--- src/cfsr_map.svh ---
`ifndef CFSR_MAP_SVH
`define CFSR_MAP_SVH
`define CFSR_WORD_W 16
`define CFSR_SEL_GAIN 2'h0
`define CFSR_SEL_MODE 2'h1
`define CFSR_SEL_CLAMP 2'h2
`define CFSR_SEL_TEST 2'h3
`define CFSR_GAIN_LSB 2
`define CFSR_GAIN_MSB 12
`define CFSR_GAIN_STANDBY_SELECT 15
`define CFSR_MODE_SPINV 2
`define CFSR_MODE_OBPOL 3
`define CFSR_MODE_CLKRNG 4
`define CFSR_MODE_OFSEN 5
`define CFSR_MODE_OFS_LSB 6
`define CFSR_MODE_OFS_MSB 9
`define CFSR_MODE_LOW_BIT_INVERT_SELECT 10
`define CFSR_MODE_HINV 11
`define CFSR_MODE_OTEST 12
`define CFSR_MODE_RUN 13
`define CFSR_MODE_CAL 14
`define CFSR_MODE_SLEEP 15
`define CFSR_CLAMP_LSB 2
`define CFSR_CLAMP_MSB 6
`define CFSR_RST_WORD 16'h0000
`define CFSR_CNT_W 5
`define CFSR_CNT_LAST 5'h0F
`define CFSR_CNT_FULL 5'h10
`define CFSR_CNT_RST 5'h00
`define CFSR_SYNC_RST 6'h00
`define CFSR_CLAMP_RST 5'h00
`define CFSR_SOFT_RST_ON 1'b1
`endif

--- src/cfsr_pkg.sv ---
package cfsr_pkg;
   typedef struct packed {
      logic standby_select;
      logic [10:0] gain_code;
   } cfsr_gain_t;
   typedef struct packed {
      logic sleep_select;
      logic offset_calibration_mode;
      logic run_enable;
      logic output_test_select;
      logic high_bit_invert_select;
      logic low_bit_invert_select;
      logic [3:0] ccd_offset_setting;
      logic offset_cancel_enable;
      logic clock_range_select;
      logic black_pulse_polarity;
      logic sample_pulse_invert;
   } cfsr_mode_t;
   typedef struct packed {
      logic sck;
      logic sen;
      logic serial_data_line;
   } cfsr_link_t;
endpackage

--- src/cfsr_regs.sv ---
// Behaviour
// - Gain word bits 12:2 hold the 11-bit amplifier gain code.
// - Gain word bit 15 selects standby.
// - Mode bit 2 inverts signal and black sample pulse polarity.
// - Mode bit 3 sets optical black pulse polarity, 1 active high.
// - Mode bit 4 selects clock range, 1 below 10MHz.
// - Mode bit 5 enables CCD offset cancel.
// - Mode bits 9:6 hold the 4-bit CCD offset setting.
// - Mode bits 10, 11, 12 are low invert, high invert, output test.
// - Mode bit 13 low holds the device in soft reset.
// - Mode bit 14 selects offset-cancel calibration mode.
// - Mode bit 15 selects sleep mode.
// - Clamp word bits 6:2 hold the 5-bit clamp level.
`timescale 1ns/100ps
`include "cfsr_map.svh"
module cfsr_regs (
   input wire logic clk,
   input wire logic rstn,
   input wire cfsr_pkg::cfsr_link_t link_in,
   input wire logic signal_sample_pulse,
   input wire logic black_sample_pulse,
   input wire logic optical_black_pulse,
   output logic [15:0] gain_word,
   output logic [15:0] mode_control_word,
   output logic [15:0] clamp_word,
   output logic [15:0] factory_test_word,
   output cfsr_pkg::cfsr_gain_t gain_out,
   output cfsr_pkg::cfsr_mode_t mode_out,
   output logic [4:0] clamp_level,
   output logic soft_reset_active,
   output logic sleep_active,
   output logic signal_sample_active,
   output logic black_sample_active,
   output logic optical_black_active
);
   import cfsr_pkg::*;

   // Two-flop synchronisers on every link and pulse pin; rstn is used unsynchronised.
   logic [5:0] s1_r;
   logic [5:0] s1_nxt;
   logic [5:0] s2_r;
   logic [5:0] s2_nxt;
   logic sck_d_r;
   logic sck_d_nxt;
   logic sck_s;
   logic sen_s;
   logic serial_data_line_s;
   logic sig_s;
   logic blk_s;
   logic obp_s;

   // Serial shift state.
   logic [15:0] shift_r;
   logic [15:0] shift_nxt;
   logic [4:0] cnt_r;
   logic [4:0] cnt_nxt;
   logic word_ok_r;
   logic word_ok_nxt;
   logic sck_rise;

   // Register slots, indexed by the select code.
   wire logic [3:0][15:0] word_q;

   // Next values of the outputs.
   logic [15:0] gain_word_nxt;
   logic [15:0] mode_control_word_nxt;
   logic [15:0] clamp_word_nxt;
   logic [15:0] factory_test_word_nxt;
   cfsr_gain_t gain_out_nxt;
   cfsr_mode_t mode_out_nxt;
   logic [4:0] clamp_level_nxt;
   logic soft_reset_active_nxt;
   logic sleep_active_nxt;
   logic signal_sample_active_nxt;
   logic black_sample_active_nxt;
   logic optical_black_active_nxt;

   // Compares a select code with the number of a slot.
   function automatic logic slot_hit(input logic [1:0] sel, input logic [1:0] slot);
      return sel == slot;
   endfunction

   // Gives the active level of a pulse pin after an optional flip.
   function automatic logic pulse_level(input logic pin, input logic flip);
      return pin ^ flip;
   endfunction

   always_comb begin
      s1_nxt = {link_in.sck, link_in.sen, link_in.serial_data_line,
                signal_sample_pulse, black_sample_pulse, optical_black_pulse};
      s2_nxt = s1_r;
      sck_d_nxt = sck_s;
   end

   always_ff @(posedge clk) begin
      if (!rstn) begin
         s1_r <= `CFSR_SYNC_RST;
         s2_r <= `CFSR_SYNC_RST;
         sck_d_r <= 1'b0;
      end else begin
         s1_r <= s1_nxt;
         s2_r <= s2_nxt;
         sck_d_r <= sck_d_nxt;
      end
   end

   // Only the second stage is read beyond this point.
   assign sck_s = s2_r[5];
   assign sen_s = s2_r[4];
   assign serial_data_line_s = s2_r[3];
   assign sig_s = s2_r[2];
   assign blk_s = s2_r[1];
   assign obp_s = s2_r[0];

   // Bits shift in MSB first on link clock rises while enable is high.
   // Rises after the sixteenth are ignored; a full word is kept when enable falls.
   always_comb begin
      sck_rise = sck_s & ~sck_d_r;
      shift_nxt = shift_r;
      cnt_nxt = cnt_r;
      word_ok_nxt = 1'b0;
      if (!sen_s) begin
         cnt_nxt = `CFSR_CNT_RST;
         word_ok_nxt = (cnt_r == `CFSR_CNT_FULL);
      end else if (sck_rise && cnt_r != `CFSR_CNT_FULL) begin
         shift_nxt = {shift_r[14:0], serial_data_line_s};
         cnt_nxt = cnt_r + 5'h01;
      end
   end

   always_ff @(posedge clk) begin
      if (!rstn) begin
         shift_r <= `CFSR_RST_WORD;
         cnt_r <= `CFSR_CNT_RST;
         word_ok_r <= 1'b0;
      end else begin
         shift_r <= shift_nxt;
         cnt_r <= cnt_nxt;
         word_ok_r <= word_ok_nxt;
      end
   end

   for (genvar i = 0; i < 4; i++) begin : g_slot
      logic [15:0] slot_r;
      logic [15:0] slot_nxt;

      always_comb begin
         slot_nxt = slot_r;
         if (word_ok_r && slot_hit(shift_r[1:0], 2'(i))) begin
            slot_nxt = shift_r;
         end
      end

      always_ff @(posedge clk) begin
         if (!rstn) begin
            slot_r <= `CFSR_RST_WORD;
         end else begin
            slot_r <= slot_nxt;
         end
      end

      assign word_q[i] = slot_r;
   end

   // Registered copies of the four words.
   always_comb begin
      gain_word_nxt = word_q[`CFSR_SEL_GAIN];
      mode_control_word_nxt = word_q[`CFSR_SEL_MODE];
      clamp_word_nxt = word_q[`CFSR_SEL_CLAMP];
      factory_test_word_nxt = word_q[`CFSR_SEL_TEST];
   end

   always_ff @(posedge clk) begin
      if (!rstn) begin
         gain_word <= `CFSR_RST_WORD;
         mode_control_word <= `CFSR_RST_WORD;
         clamp_word <= `CFSR_RST_WORD;
         factory_test_word <= `CFSR_RST_WORD;
      end else begin
         gain_word <= gain_word_nxt;
         mode_control_word <= mode_control_word_nxt;
         clamp_word <= clamp_word_nxt;
         factory_test_word <= factory_test_word_nxt;
      end
   end

   // Gain word fields.
   always_comb begin
      gain_out_nxt.gain_code = word_q[`CFSR_SEL_GAIN][`CFSR_GAIN_MSB:`CFSR_GAIN_LSB];
      gain_out_nxt.standby_select = word_q[`CFSR_SEL_GAIN][`CFSR_GAIN_STANDBY_SELECT];
   end

   always_ff @(posedge clk) begin
      if (!rstn) begin
         gain_out <= '0;
      end else begin
         gain_out <= gain_out_nxt;
      end
   end

   // Mode word fields.
   always_comb begin
      mode_out_nxt.sample_pulse_invert = word_q[`CFSR_SEL_MODE][`CFSR_MODE_SPINV];
      mode_out_nxt.black_pulse_polarity = word_q[`CFSR_SEL_MODE][`CFSR_MODE_OBPOL];
      mode_out_nxt.clock_range_select = word_q[`CFSR_SEL_MODE][`CFSR_MODE_CLKRNG];
      mode_out_nxt.offset_cancel_enable = word_q[`CFSR_SEL_MODE][`CFSR_MODE_OFSEN];
      mode_out_nxt.ccd_offset_setting =
         word_q[`CFSR_SEL_MODE][`CFSR_MODE_OFS_MSB:`CFSR_MODE_OFS_LSB];
      mode_out_nxt.low_bit_invert_select = word_q[`CFSR_SEL_MODE][`CFSR_MODE_LOW_BIT_INVERT_SELECT];
      mode_out_nxt.high_bit_invert_select = word_q[`CFSR_SEL_MODE][`CFSR_MODE_HINV];
      mode_out_nxt.output_test_select = word_q[`CFSR_SEL_MODE][`CFSR_MODE_OTEST];
      mode_out_nxt.run_enable = word_q[`CFSR_SEL_MODE][`CFSR_MODE_RUN];
      mode_out_nxt.offset_calibration_mode = word_q[`CFSR_SEL_MODE][`CFSR_MODE_CAL];
      mode_out_nxt.sleep_select = word_q[`CFSR_SEL_MODE][`CFSR_MODE_SLEEP];
   end

   always_ff @(posedge clk) begin
      if (!rstn) begin
         mode_out <= '0;
      end else begin
         mode_out <= mode_out_nxt;
      end
   end

   // Mode levels driven to the rest of the chip.
   always_comb begin
      soft_reset_active_nxt = ~word_q[`CFSR_SEL_MODE][`CFSR_MODE_RUN];
      sleep_active_nxt = word_q[`CFSR_SEL_MODE][`CFSR_MODE_SLEEP];
   end

   always_ff @(posedge clk) begin
      if (!rstn) begin
         soft_reset_active <= `CFSR_SOFT_RST_ON;
         sleep_active <= 1'b0;
      end else begin
         soft_reset_active <= soft_reset_active_nxt;
         sleep_active <= sleep_active_nxt;
      end
   end

   // Clamp word field.
   always_comb begin
      clamp_level_nxt = word_q[`CFSR_SEL_CLAMP][`CFSR_CLAMP_MSB:`CFSR_CLAMP_LSB];
   end

   always_ff @(posedge clk) begin
      if (!rstn) begin
         clamp_level <= `CFSR_CLAMP_RST;
      end else begin
         clamp_level <= clamp_level_nxt;
      end
   end

   // Sample pulse pins after polarity selection.
   always_comb begin
      signal_sample_active_nxt = pulse_level(sig_s, word_q[`CFSR_SEL_MODE][`CFSR_MODE_SPINV]);
      black_sample_active_nxt = pulse_level(blk_s, word_q[`CFSR_SEL_MODE][`CFSR_MODE_SPINV]);
   end

   always_ff @(posedge clk) begin
      if (!rstn) begin
         signal_sample_active <= 1'b0;
         black_sample_active <= 1'b0;
      end else begin
         signal_sample_active <= signal_sample_active_nxt;
         black_sample_active <= black_sample_active_nxt;
      end
   end

   // Optical black pin after polarity selection.
   always_comb begin
      optical_black_active_nxt = pulse_level(obp_s, ~word_q[`CFSR_SEL_MODE][`CFSR_MODE_OBPOL]);
   end

   always_ff @(posedge clk) begin
      if (!rstn) begin
         optical_black_active <= 1'b0;
      end else begin
         optical_black_active <= optical_black_active_nxt;
      end
   end
endmodule

--- config.mk ---
export PLATFORM = sky130hd
export DESIGN_NAME = cfsr_regs
export DESIGN_NICKNAME = d
export VERILOG_FILES = /design/src/cfsr_pkg.sv /design/src/cfsr_regs.sv
export VERILOG_INCLUDE_DIRS = /design/src
export SDC_FILE = /design/constraint.sdc
export NUM_CORES = 1
export LEC_CHECK = 0
export BUFFER_PORTS_ARGS = -buffer_cell sky130_fd_sc_hd__buf_2
export CORE_AREA = 2 2 108 110
export CTS_BUF_LIST = sky130_fd_sc_hd__clkbuf_8
export DETAILED_ROUTE_END_ITERATION = 8
export DIE_AREA = 0 0 110 112
export GPL_ROUTABILITY_DRIVEN = 0
export HOLD_SLACK_MARGIN = 0.12
export MAX_ROUTING_LAYER = met4
export PLACE_DENSITY = 0.76
export SLEW_MARGIN = 30
export SYNTH_ARGS = -nofsm -noshare
export SYNTH_HDL_FRONTEND = slang
export SYNTH_SLANG_ARGS = --single-unit
export TNS_END_PERCENT = 20
--- constraint.sdc ---
create_clock -name clk -period 2.1 [get_ports clk]
set_input_delay 0.42 -clock clk [delete_from_list [all_inputs] [get_ports clk]]
set_output_delay 0.42 -clock clk [all_outputs]
set_load 0.01 [all_outputs]
==> results.ini <==
[clock_tree]
cts_tree = built
cts.clk_slew.worst_paths_ps = 90
clk_path_buf_depth = 2
post-cts-setup-buffers = 0
clkSinkCount = 167
worstSkewPairLatency_ps = 440
post_cts_resize_count = 0
numCtsBuffers = 17
cts_hold_buf = 0
root_buffer = clkbuf_8
htree_levels = 4

[pwr]
total_power_w = 0.00549
leakage_nw = 3.25
ir_worst_vdd_uv = 465
power.density_nw_per_um2 = 886

[yosys]
synth.distinct_cells = 31
syn_nets = 566
ys_warn_count = 0
synth_edf_count = 0
synth_top_flop_cell = dfxtp_1
avgSynthCellArea_um2 = 9.74
synth_most_common_cell = dfxtp_1
synthTopCellsByArea = dfxtp_1 62%, nand2_1 6.7%, buf_4 4.6%
synthArstFlopShare_pct = 0
yosysTopAreaCell = dfxtp_1
yosysSeqAreaShare_pct = 61.7
synth_common_cells = 167 x dfxtp_1, 97 x nand2_1, 47 x inv_1
synth_top_area_share_pct = 61.7
syn_area_um2 = 5420
ys_seq_elements = 167
synth_cells = 556

[die]
die-area_um2 = 12300
die_w_um = 110
start_util_pct = 48.5
coreArea_um2 = 11200
die_y_um = 112
row_count = 39
pin_count = 108

[timing]
fin_worst_skew_ps = 11.5
timing.final.crit_share_pct = 79.3
relSlewSlack_pct = 57.8
finalSetupViolCount = 0
setup_tns_ps = 0
slew_viol_final = 0
rsz0062_at_grt = no
final_hold_viol_count = 0
fmax_mhz = 600
worst_slew_pin_slew_ps = 631
post-route-min-period_ps = 1670

[grt]
grt_start_max_net_pins = 44
grt_pass1_vias = 3479
gr-usage-met1_pct = 19.9
grt_pass1_wl_um = 15600
grt_busiest_layer = met2
grtUsageTotal_pct = 17.2
grtUsageMet2_pct = 27.3
grt_use_met3_pct = 5.09
antenna_found_initial = 0
grt_overflow_total = 0

[worst_setup_path]
cp-end-kind = flop
required_ps = 2430
r2r_end = cnt_r[1]
worst-setup-path-type = reg -> reg
crit_arrival_ps = 2000
rrSetupSlack_ps = 430
critPathMaxFanout = 7
rr_startpoint = cnt_r[0]
worst_setup_path_start_kind = flop
reg2reg_depth = 5

[route]
ant_nets = 0
via_per_inst = 4.68
avgRoutedWirePerCell_um = 12.6
drc = 0
drt-total-wl_um = 9930
drt_pass1_iterations = 4
vias = 3681
drt_iter0_markers = 151

[cells_and_area]
syn_to_final_growth_pct = 14.5
num_antenna_cells = 0
num-fill-cells = 989
drive_gt1_share_pct = 23.4
nets = 641
post-route-util_pct = 55.5

[place]
io_buffers = 107
dp_hpwl_um = 6640

[min_path]
hold_class = in -> reg
hp-start = link_in[1]
hold_depth = 2
holdPathEnd = s1_r[4]

[run]
maxCapViolations = 0

[outcome]
status = finished clean

-- stage by stage --
step	instances	setup WS (ps)	instance area [µm²]	hold WS, ps
after global placement	755	581	5800	406
after detailed placement	755	463	5800	416
final	787	434	6200	175
after global routing	787	347	6200	146
after CTS	787	444	6200	150
after floorplan	556	606	5420	383
-- sequential cells by signal, indices dropped and copies added (netlist names), 16 cells and up --
register	cells
g_slot.slot_r	32
factory_test_word_nxt	16
mode_control_word	16
gain_word	16
factory_test_word	16
clamp_word_nxt	16
shift_r	16
clamp_word	16
-- worst max-delay path: stages, from the launching register on --
cell and delay [ps]:
dfxtp_1 410, inv_1 80, ha_1 200, and4bb_4 220, or4b_1 540, o31ai_1 110
-- worst max path at each step --
stage                        start          end  slack [ps]
after floorplan           cnt_r[0]   shift_r[0]         610
after global placement    cnt_r[0]  shift_r[12]         580
after detailed placement  cnt_r[0]  shift_r[15]         460
after CTS                 cnt_r[0]   shift_r[2]         440
after global routing      cnt_r[0]   shift_r[9]         350
final                     cnt_r[0]     cnt_r[1]         430
-- layout by cell type, fill, tap and decap left out, types with 3 or more instances in the layout --
cell,instances
dfxtp_1,167
inv_1,47
clkbuf_8,18
buf_2,106
mux2i_1,16
a21oi_1,46
nand2_1,97
nor2_1,43
inv_6,6
buf_4,8
nand3b_1,4
o21ai_0,3
or3_1,4
a21boi_0,6
inv_8,3
a21boi_1,8
and2_1,37
-- report_power, final --
part           internal [W]  switching [W]   total, W
Combinational     0.0000227      0.0000385  0.0000612
Clock               0.00103        0.00123    0.00225
Sequential          0.00318     0.00000463    0.00318
-- logic make-up (layout without fill, tap and decap cells) --
| group | count (synthesis) | in the layout | synth area share (%) |
|---|---|---|---|
| simple gates | 199 | 199 | 17.4 |
| flops | 167 | 167 | 61.7 |
| buf+inv | 105 | 193 | 10.4 |
| compound gates | 64 | 64 | 6.61 |
| mux | 16 | 16 | 2.96 |
| xor+xnor | 3 | 3 | 0.485 |
| fa+ha+maj | 2 | 2 | 0.462 |
-- layout make-up --
| type | instances | area, µm² | share of cell area (%) |
|---|---|---|---|
| Tap cell | 143 | 179 | 2.89 |
| Clock inverter | 14 | 155 | 2.50 |
| Clock buffer | 18 | 248 | 4.00 |
| Inverter | 47 | 176 | 2.85 |
| Multi-Input combinational cell | 284 | 1510 | 24.3 |
| Timing Repair Buffer | 114 | 591 | 9.52 |
| Sequential cell | 167 | 3340 | 53.9 |
-- layer usage --
metal / wire (µm) / vias to the layer above
met5: 0 / -
met4: 246 / 0
met3: 672 / 22
met2: 4760 / 116
met1: 4250 / 1694
li1: - / 1849
Note: power is estimated with default switching activity, not from simulation.
